File: src/hdl/bat_params.svh
`ifndef BAT_PARAMS_SVH
`define BAT_PARAMS_SVH

// clock and time base
`define BAT_CLK_PERIOD_NS   10
`define BAT_MS_NS           1000000
`define BAT_MS_CYCLES       ((`BAT_MS_NS) / (`BAT_CLK_PERIOD_NS))

// serial header layout
`define BAT_HDR_DIR_BIT     7
`define BAT_HDR_LAST        3'h7
`define BAT_PIN_RESET       3'h2

// measurement command op codes (header bits 6:0)
`define BAT_OP_MEAS_START   7'h01
`define BAT_OP_MEAS_DATA    7'h02
`define BAT_OP_MEAS_END     7'h03

// measurement data block size in bytes
`define BAT_MEAS_BLOCK_BYTES 7'h40
`define BAT_MEAS_CNT_MAX     7'h7f
`define BAT_MEAS_DUR_MAX     24'hffffff

// abort answer data
`define BAT_ABORT_DATA      8'hff

// command limits in milliseconds
`define BAT_SHORT_NOM_MS    12'h014
`define BAT_SHORT_TMO_MS    12'h2ee
`define BAT_LONG_NOM_MS     12'h2ee
`define BAT_LONG_TMO_MS     12'h7d0
`define BAT_SELF_NOM_MS     12'h3e8
`define BAT_SELF_TMO_MS     12'hbb8
`define BAT_MS_SAT          12'hfff

`endif

File: src/hdl/bat_pkg.sv
package bat_pkg;

  typedef enum logic [4:0] {
    ST_IDLE  = 5'h01,
    ST_HDR   = 5'h02,
    ST_WAIT  = 5'h04,
    ST_DATA  = 5'h08,
    ST_ABORT = 5'h10
  } bat_spi_st_t;

  typedef enum logic [1:0] {
    CLS_SHORT  = 2'h0,
    CLS_LONG   = 2'h1,
    CLS_SELF   = 2'h2,
    CLS_EXEMPT = 2'h3
  } bat_cls_t;

  typedef struct packed {
    logic [2:0]  s1;
    logic [2:0]  s2;
    logic [2:0]  s3;
    logic [2:0]  filt;
    bat_spi_st_t st;
    logic [2:0]  bitcnt;
    logic [7:0]  shreg;
    logic [7:0]  rdsh;
    logic        dir_rd;
    logic [6:0]  op;
    logic        aborted;
    logic        miso;
    logic        miso_oe_n;
    logic [7:0]  wr_byte;
    logic        wr_vld;
    logic        timing;
    logic [23:0] meas_dur;
    logic [6:0]  meas_cnt;
    logic        meas_blk_ok;
    logic        meas_start;
    logic        meas_data;
    logic        meas_end;
    logic        lpc_ab;
    logic        lpc_commit;
    logic [7:0]  lpc_wd;
    logic        lpc_rd_vld;
    logic [7:0]  lpc_rd;
    logic [2:0]  locality;
  } bat_core_st_t;

  typedef struct packed {
    logic        run;
    logic        via_fifo;
    bat_cls_t    cls;
    logic [16:0] tick_cnt;
    logic [11:0] ms;
    logic        resp_avail;
    logic        sts_valid;
    logic        cb_start;
    logic        over_nom;
    logic        tmo;
  } bat_tmr_st_t;

endpackage

File: src/hdl/bat_tmr_if.sv
`timescale 1ns/1ps
interface bat_tmr_if;
  import bat_pkg::*;
  logic        go_fifo;
  logic        go_cb;
  logic        done;
  bat_cls_t    cls;
  logic        resp_avail;
  logic        sts_valid;
  logic        cb_start;
  logic        over_nom;
  logic        tmo;
  logic [11:0] ms;

  modport tmr  (input go_fifo, go_cb, done, cls,
                output resp_avail, sts_valid, cb_start, over_nom, tmo, ms);
  modport core (output go_fifo, go_cb, done, cls,
                input resp_avail, sts_valid, cb_start, over_nom, tmo, ms);
endinterface

File: src/hdl/bat_core.sv
`timescale 1ns/1ps
`include "bat_params.svh"
// Functional notes
// - aborted bus cycle leaves internal state untouched
// - aborted read answers all ones, writes dropped silently
// - serial read abort holds output high until deselect
// - serial write abort drives high, drops data
// - wait states allowed while decoding before abort
// - failure mode: measurement writes accepted, no action
// - failure mode keeps registers and locality working
// - duration starts at start-bit write of one
// - fifo completion sets both ready flags
// - buffer completion clears start bit
// - measurement duration: address to deselect
// - measurement data timed for one 64-byte block
// - commands bounded by nominal and timeout limits
// - large signature keys exempt from limits
module bat_core import bat_pkg::*; #(
  parameter int unsigned MS_CYCLES = `BAT_MS_CYCLES
) (
  // clock and reset
  input  wire logic        clk_sys,
  input  wire logic        reset_n,
  // serial pins
  input  wire logic        spi_sck,
  input  wire logic        spi_cs_n,
  input  wire logic        spi_mosi,
  output logic             spi_miso_o,
  output logic             spi_miso_oe_n,
  // serial decode
  input  wire logic        decode_wait,
  input  wire logic        abort_req,
  input  wire logic [7:0]  rd_byte,
  output logic [7:0]       wr_byte,
  output logic             wr_byte_vld,
  // parallel bus cycle
  input  wire logic        lpc_cycle_end,
  input  wire logic        lpc_abort,
  input  wire logic        lpc_is_read,
  input  wire logic [7:0]  lpc_wdata,
  input  wire logic [7:0]  lpc_rdata,
  output logic             lpc_commit,
  output logic [7:0]       lpc_commit_data,
  output logic             lpc_rd_vld,
  output logic [7:0]       lpc_rd_data,
  // device mode and locality
  input  wire logic        failure_mode,
  input  wire logic        loc_req,
  input  wire logic [2:0]  loc_req_num,
  output logic [2:0]       active_locality,
  // measurement commands
  output logic             meas_start,
  output logic             meas_data,
  output logic             meas_end,
  output logic [23:0]      meas_dur_cycles,
  output logic             meas_blk_ok,
  // command duration meter
  input  wire logic        execute_trigger_wr,
  input  wire logic        cb_start_wr,
  input  wire logic        cmd_done,
  input  bat_cls_t         cmd_class,
  output logic             response_available,
  output logic             status_valid_flag,
  output logic             command_buffer_control,
  output logic             cmd_over_nominal,
  output logic             cmd_timed_out
);

  bat_core_st_t q;
  bat_core_st_t d;
  logic [2:0]   f;
  logic         sck_r;
  logic         sck_f;
  logic         cs_fall;
  logic         cs_rise;
  logic [7:0]   nbit;
  logic         is_meas;
  logic         lpc_dead;

  bat_tmr_if tif ();

  assign tif.go_fifo = execute_trigger_wr;
  assign tif.go_cb   = cb_start_wr;
  assign tif.done    = cmd_done;
  assign tif.cls     = cmd_class;

  bat_timer #(
    .MS_CYCLES (MS_CYCLES)
  ) u_timer (
    .clk_sys (clk_sys),
    .reset_n (reset_n),
    .tif     (tif.tmr)
  );

  always_comb begin
    // a filtered pin moves only once the two later stages agree
    f = (q.filt & (q.s2 ^ q.s3)) | (q.s3 & ~(q.s2 ^ q.s3));
    sck_r   = f[0] & ~q.filt[0];
    sck_f   = ~f[0] & q.filt[0];
    cs_fall = ~f[1] & q.filt[1];
    cs_rise = f[1] & ~q.filt[1];
    nbit    = {q.shreg[6:0], f[2]};
    is_meas = (q.op == `BAT_OP_MEAS_START) || (q.op == `BAT_OP_MEAS_DATA) ||
              (q.op == `BAT_OP_MEAS_END);
    lpc_dead = q.lpc_ab | lpc_abort;
    d = q;
    d.s1 = {spi_mosi, spi_cs_n, spi_sck};
    d.s2 = q.s1;
    d.s3 = q.s2;
    d.filt = f;
    d.wr_vld = 1'b0;
    d.meas_start = 1'b0;
    d.meas_data = 1'b0;
    d.meas_end = 1'b0;
    d.lpc_commit = 1'b0;
    d.lpc_rd_vld = 1'b0;

    // parallel cycle: an abort anywhere in the cycle voids it
    if (lpc_cycle_end) begin
      if (lpc_is_read) begin
        d.lpc_rd_vld = 1'b1;
        d.lpc_rd = lpc_dead ? `BAT_ABORT_DATA : lpc_rdata;
      end else if (!lpc_dead) begin
        d.lpc_commit = 1'b1;
        d.lpc_wd = lpc_wdata;
      end
      d.lpc_ab = 1'b0;
    end else if (lpc_abort) begin
      d.lpc_ab = 1'b1;
    end

    // locality moves even in failure mode
    if (loc_req) begin
      d.locality = loc_req_num;
    end

    if (q.timing && q.meas_dur != `BAT_MEAS_DUR_MAX) begin
      d.meas_dur = q.meas_dur + 24'h1;
    end

    case (q.st)
      ST_IDLE: begin
        if (cs_fall) begin
          d.st = ST_HDR;
          d.bitcnt = 3'h0;
          d.miso = 1'b0;
          d.miso_oe_n = 1'b0;
          d.aborted = 1'b0;
        end
      end
      ST_HDR: begin
        if (sck_r) begin
          d.shreg = nbit;
          d.bitcnt = q.bitcnt + 3'h1;
          if (q.bitcnt == `BAT_HDR_LAST) begin
            d.op = nbit[6:0];
            d.dir_rd = nbit[`BAT_HDR_DIR_BIT];
            d.timing = 1'b1;
            d.meas_dur = 24'h0;
            d.meas_cnt = 7'h0;
            d.st = ST_WAIT;
            d.miso = 1'b0;
          end
        end
      end
      ST_DATA: begin
        if (sck_r) begin
          d.shreg = nbit;
          d.bitcnt = q.bitcnt + 3'h1;
          if (q.bitcnt == `BAT_HDR_LAST) begin
            if (q.dir_rd) begin
              d.rdsh = rd_byte;
            end else begin
              // measurement bytes in failure mode are swallowed
              d.wr_vld = ~(is_meas & failure_mode);
              d.wr_byte = nbit;
              if (q.meas_cnt != `BAT_MEAS_CNT_MAX) begin
                d.meas_cnt = q.meas_cnt + 7'h1;
              end
            end
          end
        end
        if (sck_f && q.dir_rd) begin
          d.miso = q.rdsh[7];
          d.rdsh = {q.rdsh[6:0], 1'b0};
        end
      end
      ST_WAIT: begin
        // hold the wait level; the decode check below ends it
        d.miso = 1'b0;
      end
      ST_ABORT: begin
        // nothing is shifted in or out until deselect
        d.miso = 1'b1;
      end
      default: begin
        d.st = ST_IDLE;
      end
    endcase

    // decode resolves in the same cycle the wait ends
    if (d.st == ST_WAIT && !decode_wait) begin
      if (abort_req) begin
        d.st = ST_ABORT;
        d.aborted = 1'b1;
        d.miso = 1'b1;
      end else begin
        d.st = ST_DATA;
        d.bitcnt = 3'h0;
        d.rdsh = rd_byte;
      end
    end

    if (cs_rise && q.st != ST_IDLE) begin
      d.st = ST_IDLE;
      d.miso = 1'b0;
      d.miso_oe_n = 1'b1;
      d.timing = 1'b0;
      if (q.st == ST_DATA && !q.aborted && !q.dir_rd && is_meas && !failure_mode) begin
        d.meas_start = (q.op == `BAT_OP_MEAS_START);
        d.meas_data = (q.op == `BAT_OP_MEAS_DATA);
        d.meas_end = (q.op == `BAT_OP_MEAS_END);
      end
      // timing figure only counts for a single full block
      d.meas_blk_ok = (q.op == `BAT_OP_MEAS_DATA) &&
                      (q.meas_cnt == `BAT_MEAS_BLOCK_BYTES);
    end
  end

  always_ff @(posedge clk_sys or negedge reset_n) begin
    if (!reset_n) begin
      q <= '0;
      q.s1 <= `BAT_PIN_RESET;
      q.s2 <= `BAT_PIN_RESET;
      q.s3 <= `BAT_PIN_RESET;
      q.filt <= `BAT_PIN_RESET;
      q.st <= ST_IDLE;
      q.miso_oe_n <= 1'b1;
    end else begin
      q <= d;
    end
  end

  assign spi_miso_o             = q.miso;
  assign spi_miso_oe_n          = q.miso_oe_n;
  assign wr_byte                = q.wr_byte;
  assign wr_byte_vld            = q.wr_vld;
  assign lpc_commit             = q.lpc_commit;
  assign lpc_commit_data        = q.lpc_wd;
  assign lpc_rd_vld             = q.lpc_rd_vld;
  assign lpc_rd_data            = q.lpc_rd;
  assign active_locality        = q.locality;
  assign meas_start             = q.meas_start;
  assign meas_data              = q.meas_data;
  assign meas_end               = q.meas_end;
  assign meas_dur_cycles        = q.meas_dur;
  assign meas_blk_ok            = q.meas_blk_ok;
  assign response_available     = tif.resp_avail;
  assign status_valid_flag      = tif.sts_valid;
  assign command_buffer_control = tif.cb_start;
  assign cmd_over_nominal       = tif.over_nom;
  assign cmd_timed_out          = tif.tmo;

  a_lpc_abort_void: assert property (@(posedge clk_sys) disable iff (!reset_n)
    lpc_cycle_end && !lpc_is_read && (lpc_abort || q.lpc_ab) |=> !q.lpc_commit)
    else $error("aborted write was committed");
  a_lpc_abort_ones: assert property (@(posedge clk_sys) disable iff (!reset_n)
    lpc_cycle_end && lpc_is_read && (lpc_abort || q.lpc_ab)
      |=> q.lpc_rd_vld && q.lpc_rd == `BAT_ABORT_DATA)
    else $error("aborted read did not return all ones");
  a_abort_miso_high: assert property (@(posedge clk_sys) disable iff (!reset_n)
    q.st == ST_ABORT |-> q.miso && !q.miso_oe_n)
    else $error("output not held high during abort");
  a_abort_drops_wr: assert property (@(posedge clk_sys) disable iff (!reset_n)
    q.st == ST_ABORT |=> !q.wr_vld)
    else $error("write data passed after abort");
  a_wait_holds_low: assert property (@(posedge clk_sys) disable iff (!reset_n)
    q.st == ST_WAIT |-> !q.miso ##1 (q.st != ST_WAIT || $past(decode_wait)))
    else $error("wait state misbehaved");
  a_fail_meas_quiet: assert property (@(posedge clk_sys) disable iff (!reset_n)
    failure_mode |=> !(q.meas_start || q.meas_data || q.meas_end))
    else $error("measurement acted in failure mode");
  a_locality_moves: assert property (@(posedge clk_sys) disable iff (!reset_n)
    loc_req |=> q.locality == $past(loc_req_num))
    else $error("locality change lost");
  a_meas_dur_runs: assert property (@(posedge clk_sys) disable iff (!reset_n)
    q.timing && q.meas_dur != `BAT_MEAS_DUR_MAX |=> q.meas_dur == $past(q.meas_dur) + 24'h1
      || q.meas_dur == 24'h0)
    else $error("measurement duration stalled");
  c_read_abort: cover property (@(posedge clk_sys) disable iff (!reset_n)
    q.st == ST_ABORT && q.dir_rd ##[1:1000] q.st == ST_IDLE);
  c_meas_block: cover property (@(posedge clk_sys) disable iff (!reset_n)
    q.meas_data && q.meas_blk_ok);
  c_lpc_abort: cover property (@(posedge clk_sys) disable iff (!reset_n)
    lpc_abort ##[1:20] lpc_cycle_end);

endmodule

File: src/hdl/bat_timer.sv
`timescale 1ns/1ps
`include "bat_params.svh"
module bat_timer import bat_pkg::*; #(
  parameter int unsigned MS_CYCLES = `BAT_MS_CYCLES
) (
  // clock and reset
  input  wire logic  clk_sys,
  input  wire logic  reset_n,
  // link to core
  bat_tmr_if.tmr     tif
);

  bat_tmr_st_t q;
  bat_tmr_st_t d;
  logic [11:0] nom_ms;
  logic [11:0] tmo_ms;
  logic        limited;

  always_comb begin
    d = q;
    case (q.cls)
      CLS_LONG: begin
        nom_ms = `BAT_LONG_NOM_MS;
        tmo_ms = `BAT_LONG_TMO_MS;
      end
      CLS_SELF: begin
        nom_ms = `BAT_SELF_NOM_MS;
        tmo_ms = `BAT_SELF_TMO_MS;
      end
      default: begin
        nom_ms = `BAT_SHORT_NOM_MS;
        tmo_ms = `BAT_SHORT_TMO_MS;
      end
    endcase
    // large signature keys run unbounded
    limited = (q.cls != CLS_EXEMPT);
    if (q.run) begin
      if (q.tick_cnt == 17'(MS_CYCLES - 1)) begin
        d.tick_cnt = 17'h0;
        if (q.ms != `BAT_MS_SAT) begin
          d.ms = q.ms + 12'h1;
        end
      end else begin
        d.tick_cnt = q.tick_cnt + 17'h1;
      end
      if (limited && q.ms >= nom_ms) begin
        d.over_nom = 1'b1;
      end
      // force completion at the timeout for every class but CLS_EXEMPT so the host is not left hanging
      if (tif.done || (limited && q.ms >= tmo_ms)) begin
        d.run = 1'b0;
        d.tmo = ~tif.done;
        d.cb_start = 1'b0;
        if (q.via_fifo) begin
          d.resp_avail = 1'b1;
          d.sts_valid = 1'b1;
        end
      end
    end
    // a new start wins over a completion in the same cycle
    if (tif.go_fifo || tif.go_cb) begin
      d.run = 1'b1;
      d.ms = 12'h0;
      d.tick_cnt = 17'h0;
      d.over_nom = 1'b0;
      d.tmo = 1'b0;
      d.cls = tif.cls;
      d.via_fifo = tif.go_fifo;
      if (tif.go_fifo) begin
        d.resp_avail = 1'b0;
        d.sts_valid = 1'b0;
      end
      if (tif.go_cb) begin
        d.cb_start = 1'b1;
      end
    end
  end

  always_ff @(posedge clk_sys or negedge reset_n) begin
    if (!reset_n) begin
      q <= '0;
    end else begin
      q <= d;
    end
  end

  assign tif.resp_avail = q.resp_avail;
  assign tif.sts_valid  = q.sts_valid;
  assign tif.cb_start   = q.cb_start;
  assign tif.over_nom   = q.over_nom;
  assign tif.tmo        = q.tmo;
  assign tif.ms         = q.ms;

  a_go_starts_meter: assert property (@(posedge clk_sys) disable iff (!reset_n)
    tif.go_fifo |=> q.run && q.ms == 12'h0 && !q.resp_avail && !q.sts_valid)
    else $error("start write did not restart the meter");
  a_fifo_done_flags: assert property (@(posedge clk_sys) disable iff (!reset_n)
    q.run && q.via_fifo && tif.done && !tif.go_fifo && !tif.go_cb
      |=> q.resp_avail && q.sts_valid && !q.run)
    else $error("fifo completion did not raise both flags");
  a_cb_done_clears: assert property (@(posedge clk_sys) disable iff (!reset_n)
    q.run && tif.done && !tif.go_fifo && !tif.go_cb |=> !q.cb_start)
    else $error("buffer completion left start set");
  a_tmo_ends_cmd: assert property (@(posedge clk_sys) disable iff (!reset_n)
    q.run && limited && q.ms >= tmo_ms && !tif.go_fifo && !tif.go_cb
      |=> !q.run && (q.tmo || $past(tif.done)))
    else $error("command ran past its timeout");
  a_exempt_no_tmo: assert property (@(posedge clk_sys) disable iff (!reset_n)
    q.run && q.cls == CLS_EXEMPT |=> !q.tmo && !q.over_nom)
    else $error("exempt command was limited");
  c_fifo_cmd: cover property (@(posedge clk_sys) disable iff (!reset_n)
    tif.go_fifo ##[1:1000] (q.run && tif.done));
  c_timeout: cover property (@(posedge clk_sys) disable iff (!reset_n)
    $rose(q.tmo));

endmodule

File: config.mk
export PLATFORM = sky130hd
export DESIGN_NAME = bat_core
export DESIGN_NICKNAME = d
export VERILOG_FILES = /design/src/hdl/bat_pkg.sv /design/src/hdl/bat_tmr_if.sv /design/src/hdl/bat_core.sv /design/src/hdl/bat_timer.sv
export VERILOG_INCLUDE_DIRS = /design/src /design/src/hdl
export SDC_FILE = /design/constraint.sdc
export NUM_CORES = 1
export LEC_CHECK = 0
export ABC_AREA = 1
export ABC_CLOCK_PERIOD_IN_PS = 4400
export BUFFER_PORTS_ARGS = -buffer_cell sky130_fd_sc_hd__buf_4
export CAP_MARGIN = 30
export CORE_ASPECT_RATIO = 1.75
export CORE_MARGIN = 4
export CORE_UTILIZATION = 35
export CTS_BUF_LIST = sky130_fd_sc_hd__clkbuf_16
export CTS_CLUSTER_SIZE = 25
export DETAILED_ROUTE_END_ITERATION = 6
export SLEW_MARGIN = 15
export SYNTH_ARGS = -nofsm -noshare
export SYNTH_HDL_FRONTEND = slang
export SYNTH_SLANG_ARGS = --single-unit
File: constraint.sdc
create_clock -name clk_sys -period 4.4 [get_ports clk_sys]
set_input_delay 0.66 -clock clk_sys [delete_from_list [all_inputs] [get_ports clk_sys]]
set_output_delay 0.66 -clock clk_sys [all_outputs]
set_load 0.1 [all_outputs]
# Word level (Yosys, flattened, before mapping)

Index checks and enable logic that the tools add are counted.

Register bits: 151
Input bits: 44
Output and inout bits: 65

Add/subtract/negate cells: 5
Magnitude comparators: 2
Eq/ne operators: 25
Multiplexer cells: 65
Bitwise operators: 20
Reduce and logical (&&, ||, !) cells: 43

Operators by type and width:

| operator                                                        | count |
|---|---|
| 8-bit two-way mux                                               | 9 |
| 32-bit two-way mux                                              | 2 |
| 38-bit two-way mux                                              | 1 |
| 34-bit two-way mux                                              | 1 |
| 7-bit two-way mux                                               | 4 |
| 7-bit case mux with 2 select lines                              | 2 |
| 9-bit two-way mux                                               | 3 |
| 25-bit two-way mux                                              | 1 |
| 24-bit by 1-bit adder with 24-bit output, second input constant | 1 |
| 12-bit two-way mux                                              | 2 |
| 24-bit two-way mux                                              | 1 |
| 24-bit != test, second input constant                           | 1 |
| 12-bit case mux with 2 select lines                             | 1 |
| 2-bit nonzero test                                              | 12 |
| 10-bit case mux with 2 select lines                             | 1 |
| 19-bit two-way mux                                              | 1 |
| 18-bit two-way mux                                              | 1 |
| 17-bit by 1-bit adder with 17-bit output, second input constant | 1 |
| 17-bit == test, second input constant                           | 1 |
| 1-bit two-way mux                                               | 17 |
| 17-bit two-way mux                                              | 1 |
| 16-bit two-way mux                                              | 1 |
| 3-bit two-way mux                                               | 5 |
| 5-bit two-way mux                                               | 3 |
| other kinds (39)                                                | 87 |

# Depth between registers and ports, before layout

Gate-level depths: netlist of run 1.

Depth in word-level cells: 12
Mapped depth: 16
Depth with buffers taken out: 16

# Cells and area by module

Synthesis of run 1 repeated with hierarchy kept, for this count alone.

Cells, all modules: 1070
Area total of the unflattened synthesis: 8585.7 sq um

By module, submodules not included:

| module    | times used | cells an instance | area each (sq um) | seq. area each (sq um) |
|---|---|---|---|---|
| bat_core  | 1          | 725               | 5901.9            | 2835.2 |
| bat_timer | 1          | 345               | 2683.8            | 950.9 |

# Worst setup path after synthesis of run 1

No wires, ideal clock.

Path type: flip-flop to flip-flop
Start: reg u_timer.q[34] (netlist name)
End: reg u_timer.q (netlist bit u_timer.tif.tmo)
Setup time: 0.123 ns
Data arrival time: 1.901 ns
Setup slack: 2.375 ns
Stages on the path, launching flop included: 14
Buffers on the path: 0
Cells stage by stage: dfrtp_1 inv_1 ha_1 ha_1 nand2_1 nor2_1 nor3b_1 nand2_1 nand3_1 nand2_1 nand2_1 nand2_1 nand3_1 nand2_1

Word-level cells in the longest chain between the ends: 7
Elaborated cells between the ends (all ways): 9

Ends and longest elaborated chain:

| what                                                                             | RTL line        | source |
|---|---|---|
| start: declaration                                                               | bat_timer.sv:13 | `bat_tmr_st_t q;` |
| start signal: assignment                                                         | bat_timer.sv:81 | `q <= '0;` |
| start signal: assignment                                                         | bat_timer.sv:83 | `q <= d;` |
| 2-bit == test / 2-bit by 1-bit == test with 1-bit output (equally long branches) | bat_timer.sv:21 | `case (q.cls)` |
| 12-bit case mux with 2 select lines                                              | bat_timer.sv:21 |  |
| 12-bit greater-or-equal comparator                                               | bat_timer.sv:50 | `if (tif.done \|\| (limited && q.ms >= tmo_ms)) begin` |
| 1-bit logical AND *                                                              | bat_timer.sv:50 |  |
| 1-bit logical OR *                                                               | bat_timer.sv:50 |  |
| 2-bit nonzero test (no line) *                                                   | -               |  |
| 2-bit AND reduction (no line) *                                                  | -               |  |

Mark *: on every way between the ends. The rest lies on a longest branch, timed or not.
A chain may end at the register's enable or synchronous reset.

==> results of run 1 <==
## synth_stat cells, types with 4 or more instances
master / count / area, um^2
dfrtp_1: 145 / 3630
buf_4: 53 / 398
inv_1: 120 / 450
o22ai_1: 5 / 31.3
nor2_4: 4 / 45.0
nor2_1: 112 / 420
nor3_1: 20 / 100
nand2_1: 210 / 788
o221ai_1: 6 / 52.6
a21oi_1: 41 / 205
nand2_2: 4 / 25.0
nor4_1: 4 / 25.0
o21ai_0: 70 / 350
ha_1: 27 / 338
nor2_2: 10 / 62.6
buf_2: 4 / 20.0
nor3_2: 5 / 50.1
o21ai_1: 6 / 30.0
dfstp_2: 6 / 158
nand3_2: 5 / 50.1
inv_2: 11 / 41.3
clkbuf_1: 6 / 22.5
nand3_1: 51 / 255
xor2_1: 22 / 193
nand4_1: 18 / 113
a211oi_2: 4 / 50.1
## state kept, by name, summed over array words and instances, names as in the netlist, 7 cells and up
signal	flops
u_timer.tif.ms	12
wr_byte	8
lpc_commit_data	8
nbit	7
lpc_rd_data	8
meas_dur_cycles	24
u_timer.q	21
q	40
## kinds of logic (layout without fill, tap and decap cells)
| group | after synthesis | after routing | synth area share (%) |
|---|---|---|---|
| adders and majority gates | 27 | 27 | 4.11 |
| buffers and inverters | 199 | 276 | 11.8 |
| and+or+nand+nor | 454 | 454 | 24.9 |
| AOI/OAI and AO/OA | 148 | 148 | 10.3 |
| DFF | 151 | 151 | 46.0 |
| muxes | 4 | 4 | 0.532 |
| xor gates and xnor gates | 22 | 22 | 2.34 |
## cells in the final DEF (no fill, tap or decap), drive strengths merged, types with 4 or more instances in the layout
master and n:
inv 139, xor2 22, a21oi 41, buf 110, nand2 216, nor2 127
ha 27, o221ai 6, nand3 56, o22ai 5, clkbuf 17, o21ai 76
dfrtp 145, nand4 18, dfstp 6, clkinv 5, nor3 26, nor4 5
clkinvlp 4, a211oi 5
## worst min-delay path by stage
stage,startpoint,cells past startpoint,to,slack [ns]
2_1_floorplan,d[108],0,d[105],0.33
3_3_place_gp,d[108],0,d[105],0.34
3_5_place_dp,d[108],0,d[105],0.34
4_1_cts,spi_sck,1,d[108],0.31
5_1_grt,reset_n,1,active_locality[0],0.12
6_report,reset_n,1,active_locality[2],0.11
## layer usage
metal  share of wire [%]  routed length (um)  GRT usage, %  vias to the layer above
met5                   0                   0             0                        -
met4                 4.2                 855          8.40                        0
met3                 5.4                1090          3.78                       59
met2                  53               10800          29.8                      203
met1                  37                7440          16.4                     3105
li1                    -                   -             -                     3345
## final cells by class
type | count | area (um^2) | share of cell area (%)
sequential | 151 | 3790 | 39.6
multi-input combinational | 655 | 3470 | 36.2
timing repair buffer | 110 | 862 | 9.01
inverter | 134 | 508 | 5.31
clock buffer | 17 | 425 | 4.45
tap | 304 | 380 | 3.97
clock inverter | 15 | 141 | 1.48
## where the power goes
| group | internal (W) | switching [W] |
|---|---|---|
| sequential | 0.00146 | 0.0000497 |
| combinational | 0.000154 | 0.000481 |
| clock | 0.000790 | 0.000644 |
## metrics by stage
stage | area, um^2 | hold WS [ns] | util, %
after floorplan | 8230 | 0.331 | -
after global placement | 8980 | 0.337 | 38.6
after detailed placement | 8980 | 0.336 | 38.6
after CTS | 9540 | 0.315 | 41.1
after global routing | 9570 | 0.122 | 41.2
final | 9570 | 0.114 | 41.2
==> results.yml, run 1 <==
run_status:
  outcome: "finished clean"
cts:
  postCtsHoldBufs: 0
  clkLatencyLatePin_ns: 0.43
  h-tree-depth: 4
  cts_buffer_depth: 2
  post_cts_resize_count: 0
  post_cts_buffers: 0
  clock-sinks: 151
  root_buffer: "clkbuf_16"
  clk_pin_slew_ns: 0.06
  cts_made_buffers: 17
  tritoncts: "yes"
global_route:
  grt_start_max_net_pins: 102
  antenna_found_initial: 0
  track_usage_pct: 16.1
  grt_pass1_wl_um: 33100
  grt_overflow_total: 0
  grt_pass1_vias: 6789
sta:
  maxSlewHeadroom_pct: 48.1
  slew_violations: 0
  rsz0062_at_grt: "no"
  fin_crit_sh_pct: 53.2
  timing.final.ws_setup_ns: 2.06
  skew_ns: 0.00940
  period_needed_ns: 2.34
  max_clock_freq_ghz: 0.428
  finalSetupTns_ns: 0
  hold_viol_final: 0
  tightest_slew_ns: 0.778
  finalSetupViolations: 0
layout:
  finalNetCount: 1140
  area_growth_pct: 16.3
  layoutNonFillerInstCount: 1386
  fillCellCount: 2367
  final_layout_size_suffix_gt1_share_pct: 18.6
  antenna_cells: 0
placement:
  dp.cells: 1353
  dp_hpwl_um: 15000
  portBuffers: 108
  preCtsSetupSlack_ns: 1.85
  gp_congestion: 0.886
critical_path:
  arrival_ns: 2.65
  crit_fanout: 17
  critPathCapture: "q[80]"
  max_stage_delay_ns: 0.39
  reg2reg_slack_ns: 2.06
  setup.worst_path.start: "q[94]"
  critPathTopFamily: "simple AND/OR/NAND/NOR gates"
  timing.rr.start: "q[94]"
  cp_cell_sequence: "ha_1 > ha_1 > inv_1 > nor2_4 > inv_2 > nor2_8 > nor2_2 > nor2_2 > nand2_1 > clkinv_1 > nor2_1 > nor2_1"
  crit_slowest_cell: "dfrtp_1"
  critPathCaptureType: "flip-flop"
  path_depth: 12
  cp_num_buf_inv: 3
  critPathRequiredTime_ns: 4.71
  r2r-end: "q[80]"
  cp-start-kind: "flip-flop"
  ff2ff_path_depth: 12
  critical_path_class: "reg2reg"
floorplanning:
  row_count: 74
  floorplan.initialDensity_pct: 35.4
  die_width_um: 124
  coreArea_mm2: 0.0232
  io_pins: 109
  dieArea_mm2: 0.0261
  die_h_um: 211
logic_synthesis:
  async_flop_share_pct: 100
  syn_inst: 1005
  synth_seq_cells: 151
  ys_warn_count: 0
  syn-cell-area_mm2: 0.00823
  ys_seq_area_share_pct: 46.0
  yosysUniqueCellTypes: 50
  syn_area_per_cell_um2: 8.19
  synth-edff-count: 0
  ys.flop_type: "dfrtp_1"
  syn_nets: 1076
power_and_ir_drop:
  finalPower_w: 0.00358
  leakagePower_nw: 4.58
  ir_drop_v: 0.000259
  powerDensity_mw_per_mm2: 374
route:
  routed_wl_um: 20100
  final_antenna_net_count: 0
  drt_iter0_markers: 386
  via_per_inst: 4.84
  first_pass_iters: 5
  vias: 6712
  routedWlPerCell_um: 14.5
  drc: 0
job:
  maxCapViolCount: 0
worst_hold_path:
  hold_class: "in2async"
Note: power is estimated with default switching activity, not from simulation.
==> inputs of run 2 (changes only) <==
ABC_CLOCK_PERIOD_IN_PS = 2000   (was 4400)
clock period = 2 ns   (was 4.4 ns; I/O delays follow)
==> run 2 against run 1 <==
Effect of this change:
- design area is 7.0% higher
- setup slack lost 2.0 ns
- count of clock-buffer cells in the layout is the same
- wire length increased by 2.5%
- worst hold slack worse by 0.079 ns
- clock power increased by 120%
==> results.yml, run 2 (same netlist as run 1, synthesis figures left out) <==
global_route:
  grt_pass1_vias: 7106
  grt_use_met2_pct: 30.2
  grt.busiest_layer: "met2"
  grt_overflow_total: 0
  antenna_found_initial: 0
  gr-usage-met1_pct: 17.1
  track_usage_pct: 16.4
  grt_start_max_net_pins: 47
  globalRouteMet3Util_pct: 3.35
  grt_pass1_wl_um: 33700
layout:
  fillCellCount: 2310
  area_growth_pct: 24.5
  antenna_cells: 0
  layoutNonFillerInstCount: 1451
  most-common-layout-cells: "nand2_1 (206), buf_4 (162), dfrtp_1 (145)"
  top_register: "q"
  postLayoutCoreUtil_pct: 44.1
  largest_register_ffs: 40
  final_layout_size_suffix_gt1_share_pct: 24.8
  final_common_cell: "nand2_1"
  final_cell_area_mm2: 0.0102
  finalNetCount: 1205
sta:
  period_needed_ns: 1.91
  rsz0062_at_grt: "yes"
  skew_ns: 0.00853
  finalSetupViolations: 0
  finalSetupTns_ns: 0
  max_clock_freq_ghz: 0.522
  hold_viol_final: 0
  whs_ns: 0.0349
  slew_violations: 0
  maxSlewHeadroom_pct: 67.7
  tightest_slew_ns: 0.484
  fin_crit_sh_pct: 95.7
run_status:
  outcome: "finished clean"
critical_path:
  critPathRequiredTime_ns: 2.36
  reg2reg_slack_ns: 0.09
  critical_path_class: "reg2reg"
  arrival_ns: 2.27
  cp-start-kind: "flip-flop"
  critPathCaptureType: "flip-flop"
  crit_fanout: 3
  timing.rr.start: "u_timer.q[35]"
  r2r-end: "u_timer.tif.sts_valid"
  ff2ff_path_depth: 13
placement:
  dpl-instance-area_mm2: 0.00938
  dp.cells: 1401
  gp_congestion: 0.922
  dp_hpwl_um: 15700
  portBuffers: 108
floorplanning:
  io_pins: 109
  coreArea_mm2: 0.0232
  floorplan.initialDensity_pct: 35.4
  die_width_um: 124
  row_count: 74
  dieArea_mm2: 0.0261
  die_h_um: 211
cts:
  h-tree-depth: 4
  clock-sinks: 151
  clkLatencyLatePin_ns: 0.43
  cts_made_buffers: 17
  clk_pin_slew_ns: 0.06
  tritoncts: "yes"
  root_buffer: "clkbuf_16"
  cts_buffer_depth: 2
route:
  final_antenna_net_count: 0
  routedWlPerCell_um: 14.2
  drt_iter0_markers: 391
  via_per_inst: 4.80
  drc: 0
  routed_wl_um: 20600
  first_pass_iters: 5
  vias: 6971
worst_hold_path:
  holdPathStages: 2
  hold_class: "in2reg"
  min_to: "q[21]"
  min_from: "lpc_cycle_end"
power_and_ir_drop:
  leakagePower_nw: 4.93
  powerDensity_mw_per_mm2: 783
  ir_drop_v: 0.000436
job:
  maxCapViolCount: 0
==> run 2: cell types whose count changed in the layout (fill, tap and decap cells not counted), moves of 4 or more <==
| cell | change |
|---|---|
| buf_4 | +55 |
| ha_1 | -5 |
| ha_4 | +5 |
| buf_12 | +4 |
| dlygate4sd3_1 | +4 |
| nand2_1 | -4 |
| nand2_2 | +4 |
| nor2_1 | -4 |
==> run 2: metal layers <==
metal	vias up	part of all wire [%]
met4	0	4.4
met5	-	0
li1	3465	-
met1	3287	38
met2	162	54
met3	57	4.1
==> run 2: worst max-delay path by stage <==
stage | slack, ns | start | to | depth (start not counted)
floorplan | 0.04 | u_timer.q[34] | u_timer.tif.tmo | 13
global placement | -0.03 | u_timer.q[34] | u_timer.tif.tmo | 13
detailed placement | -0.07 | u_timer.q[34] | u_timer.tif.sts_valid | 12
CTS | 0.0002 | u_timer.q[34] | u_timer.tif.over_nom | 12
global route | -0.06 | u_timer.q[35] | u_timer.tif.tmo | 14
finish | 0.09 | u_timer.q[35] | u_timer.tif.sts_valid | 13
==> run 2: cell type report <==
| type | count | area (um^2) | area share [%] |
|---|---|---|---|
| flip-flops and latches | 151 | 3790 | 37.0 |
| multi-input cells | 655 | 3590 | 35.0 |
| repair buffers | 174 | 1390 | 13.6 |
| inverters | 134 | 514 | 5.02 |
| clock buffers | 17 | 425 | 4.15 |
| well taps | 304 | 380 | 3.71 |
| clock inverters | 15 | 151 | 1.48 |
| repair inverters | 1 | 7.51 | 0.0733 |
==> run 2: what timing repair did <==
action / 4_1_cts / 5_1_grt
endpoints found under the setup margin: 6 / 20
cloned: 0 / 1
pin swaps: 3 / 10
hold buffers: 4 / 0
gates resized for setup: 4 / 29
setup buffers: 4 / 9
hold endpoints to repair: 45 / 0
==> run 2: worst max-delay path: stages, from the launching register on <==
cell and delay (ns):
dfrtp_1 0.42, inv_2 0.10, ha_4 0.15, inv_4 0.04, ha_4 0.25, nand3_2 0.07
nor2_2 0.11, nor3b_2 0.17, nand2_1 0.08, nand3_2 0.06, nand2_1 0.06, nand2_2 0.09
nand3_2 0.09, a21oi_2 0.14
==> run 2: per-stage QoR <==
step           worst slack (ns)  total power [W]
2_1_floorplan            0.0390          0.00447
3_3_place_gp            -0.0315          0.00484
3_5_place_dp            -0.0659          0.00486
4_1_cts                0.000222          0.00811
5_1_grt                 -0.0644          0.00840
6_report                 0.0856          0.00803
==> run 2: where the power goes <==
| group | internal (W) | total [W] | switching (W) | leakage (nW) |
|---|---|---|---|---|
| logic | 0.000416 | 0.00151 | 0.00109 | 2.69 |
| registers | 0.00322 | 0.00333 | 0.000109 | 1.96 |
| clock network | 0.00184 | 0.00319 | 0.00135 | 0.277 |
| total | 0.00548 | 0.00803 | 0.00255 | 4.93 |
==> inputs of run 3 (changes only) <==
CORE_UTILIZATION = 53   (was 35)
PLACE_DENSITY = 0.77   (was unset)
SLEW_MARGIN = 20   (was 15)
==> run 3 against run 2 <==
Effect of this change:
- core utilization rose by 21 points
- cell count is 9.1% lower
- highest routed layer unchanged
- worst hold slack got worse by 0.0013 ns
- largest power group unchanged
- flip-flop and latch count is the same
- via count is 1.8% higher
- design area is 2.7% lower
- global-route usage rose by 7.7 points
- fmax shrank 2.6%
- sequential power is essentially flat
- non-clock buffer count fell by 13
==> results.yml, run 3 (same netlist as run 1, synthesis figures left out) <==
run_status:
  outcome: "finished clean"
worst_hold_path:
  min_from: "lpc_cycle_end"
  hold_class: "in2reg"
cts:
  clkLatencyLatePin_ns: 0.42
  tritoncts: "yes"
  h-tree-depth: 4
  clock-sinks: 151
  clk_pin_slew_ns: 0.07
  root_buffer: "clkbuf_16"
  cts_buffer_depth: 2
  cts_made_buffers: 17
critical_path:
  ff2ff_path_depth: 11
  setup.worst_path.start: "u_timer.q[35]"
  critPathCapture: "u_timer.tif.resp_avail"
  crit_slowest_cell: "dfrtp_2"
  critPathRequiredTime_ns: 2.35
  max_stage_delay_ns: 0.44
  timing.rr.start: "u_timer.q[35]"
  critPathCaptureType: "flip-flop"
  r2r-end: "u_timer.tif.resp_avail"
  reg2reg_slack_ns: 0.04
  critical_path_class: "reg2reg"
  cp_cell_sequence: "ha_4 > ha_4 > nand2_2 > nor2_2 > nor3b_2 > nand2_1 > nand3_2 > nand2_1 > nand2_2 > nand3_2 > a21oi_2"
  arrival_ns: 2.31
  crit_fanout: 6
  cp-start-kind: "flip-flop"
placement:
  dp.cells: 1280
  portBuffers: 108
  gp_congestion: 0.983
  dp_hpwl_um: 15500
  preCtsSetupSlack_ns: -0.122
sta:
  finalSetupTns_ns: 0
  skew_ns: 0.0134
  fin_crit_sh_pct: 98.2
  timing.final.ws_setup_ns: 0.0351
  slew_violations: 0
  tightest_slew_ns: 0.410
  hold_viol_final: 0
  whs_ns: 0.0336
  period_needed_ns: 1.96
  finalSetupViolations: 0
  maxSlewHeadroom_pct: 72.5
  rsz0062_at_grt: "yes"
  max_clock_freq_ghz: 0.509
power_and_ir_drop:
  ir_drop_v: 0.000527
  combPwrFrac_pct: 19.0
  swShare_pct: 33.3
  finalPower_w: 0.00788
  switchingPower_w: 0.00263
  leakagePower_nw: 4.88
  powerDensity_mw_per_mm2: 791
  power_frac_clock_pct: 38.9
  p_seq_share_pct: 42.2
  internal-power_w: 0.00526
floorplanning:
  row_count: 60
  die_width_um: 102
  coreArea_mm2: 0.0153
  die_h_um: 173
  dieArea_mm2: 0.0177
  floorplan.initialDensity_pct: 53.7
  io_pins: 109
route:
  routedWlPerCell_um: 15.6
  vias: 7096
  via_per_inst: 5.38
  drc: 0
  final_antenna_net_count: 0
  first_pass_iters: 5
  drt_iter0_markers: 308
  routed_wl_um: 20600
layout:
  final_layout_size_suffix_gt1_share_pct: 24.4
  antenna_cells: 0
  area_growth_pct: 21.2
  fillCellCount: 1328
  finalNetCount: 1191
  most-common-layout-cells: "nand2_1 (204), buf_4 (152), dfrtp_1 (144)"
  layoutNonFillerInstCount: 1319
  largest_register_ffs: 40
  final_common_cell: "nand2_1"
  top_register: "q"
global_route:
  grt_start_max_net_pins: 42
  grt_pass1_vias: 7259
  antenna_found_initial: 0
  grt_overflow_total: 0
  track_usage_pct: 24.1
  grt_pass1_wl_um: 34000
job:
  maxCapViolCount: 0
[run 3: changes by cell type in the layout (fill, tap and decap cells not counted), moves of 4 or more]
cell and change:
buf_4 -10, clkinvlp_4 -4, inv_8 +4, nor2_2 -4
[run 3: what timing repair did]
item	CTS	global route
buffers inserted	0	3
hold buffers	4	0
endpoints found under the hold margin	39	0
endpoints found under the setup margin	12	25
pin swaps	1	13
resized for setup	8	29
[run 3: final cells by class]
cell class	count	area (um^2)	share of cell area (%)
clock inverters	15	131	1.32
flip-flops and latches	151	3790	38.0
clock buffers	17	425	4.27
multi-input cells	655	3610	36.2
inverters	134	510	5.12
repair buffers	161	1270	12.8
well taps	186	233	2.33
[run 3: metal layers]
| metal | wire [um] | global-route usage (%) |
|---|---|---|
| met5 | 0 | 0 |
| met3 | 777 | 4.24 |
| met1 | 7350 | 24.9 |
| met4 | 1090 | 12.7 |
| met2 | 11400 | 44.5 |
[run 3: worst min-delay path by stage]
stage / endpoint / cells after the start
4_1_cts: q[21] / 2
6_report: q[21] / 2
3_5_place_dp: wr_byte[4] / 1
2_1_floorplan: active_locality[0] / 0
5_1_grt: q[21] / 2
3_3_place_gp: wr_byte[4] / 1
[run 3: power groups by stage]
stage          combinational [W]  sequential (W)  clock [W]
6_report                 0.00149         0.00333    0.00306
5_1_grt                  0.00162         0.00335    0.00327
4_1_cts                  0.00148         0.00333    0.00310
3_5_place_dp             0.00146         0.00338          0
3_3_place_gp             0.00144         0.00337          0
2_1_floorplan           0.000988         0.00348          0
[run 3: metrics by stage]
stage               utilization [%]  cell area, um^2
floorplan                         -             8230
global placement               60.1             9210
detailed placement             60.1             9210
CTS                            64.2             9830
global route                   65.1             9970
finish                         65.1             9970
[run 3: critical path: cells and delay by family, from the launching register on]
kind,cells,cell delay [ns]
and+or+nand+nor,8,0.77
adders and majority gates,2,0.56
DFF,1,0.44
AOI/OAI and AO/OA,1,0.14
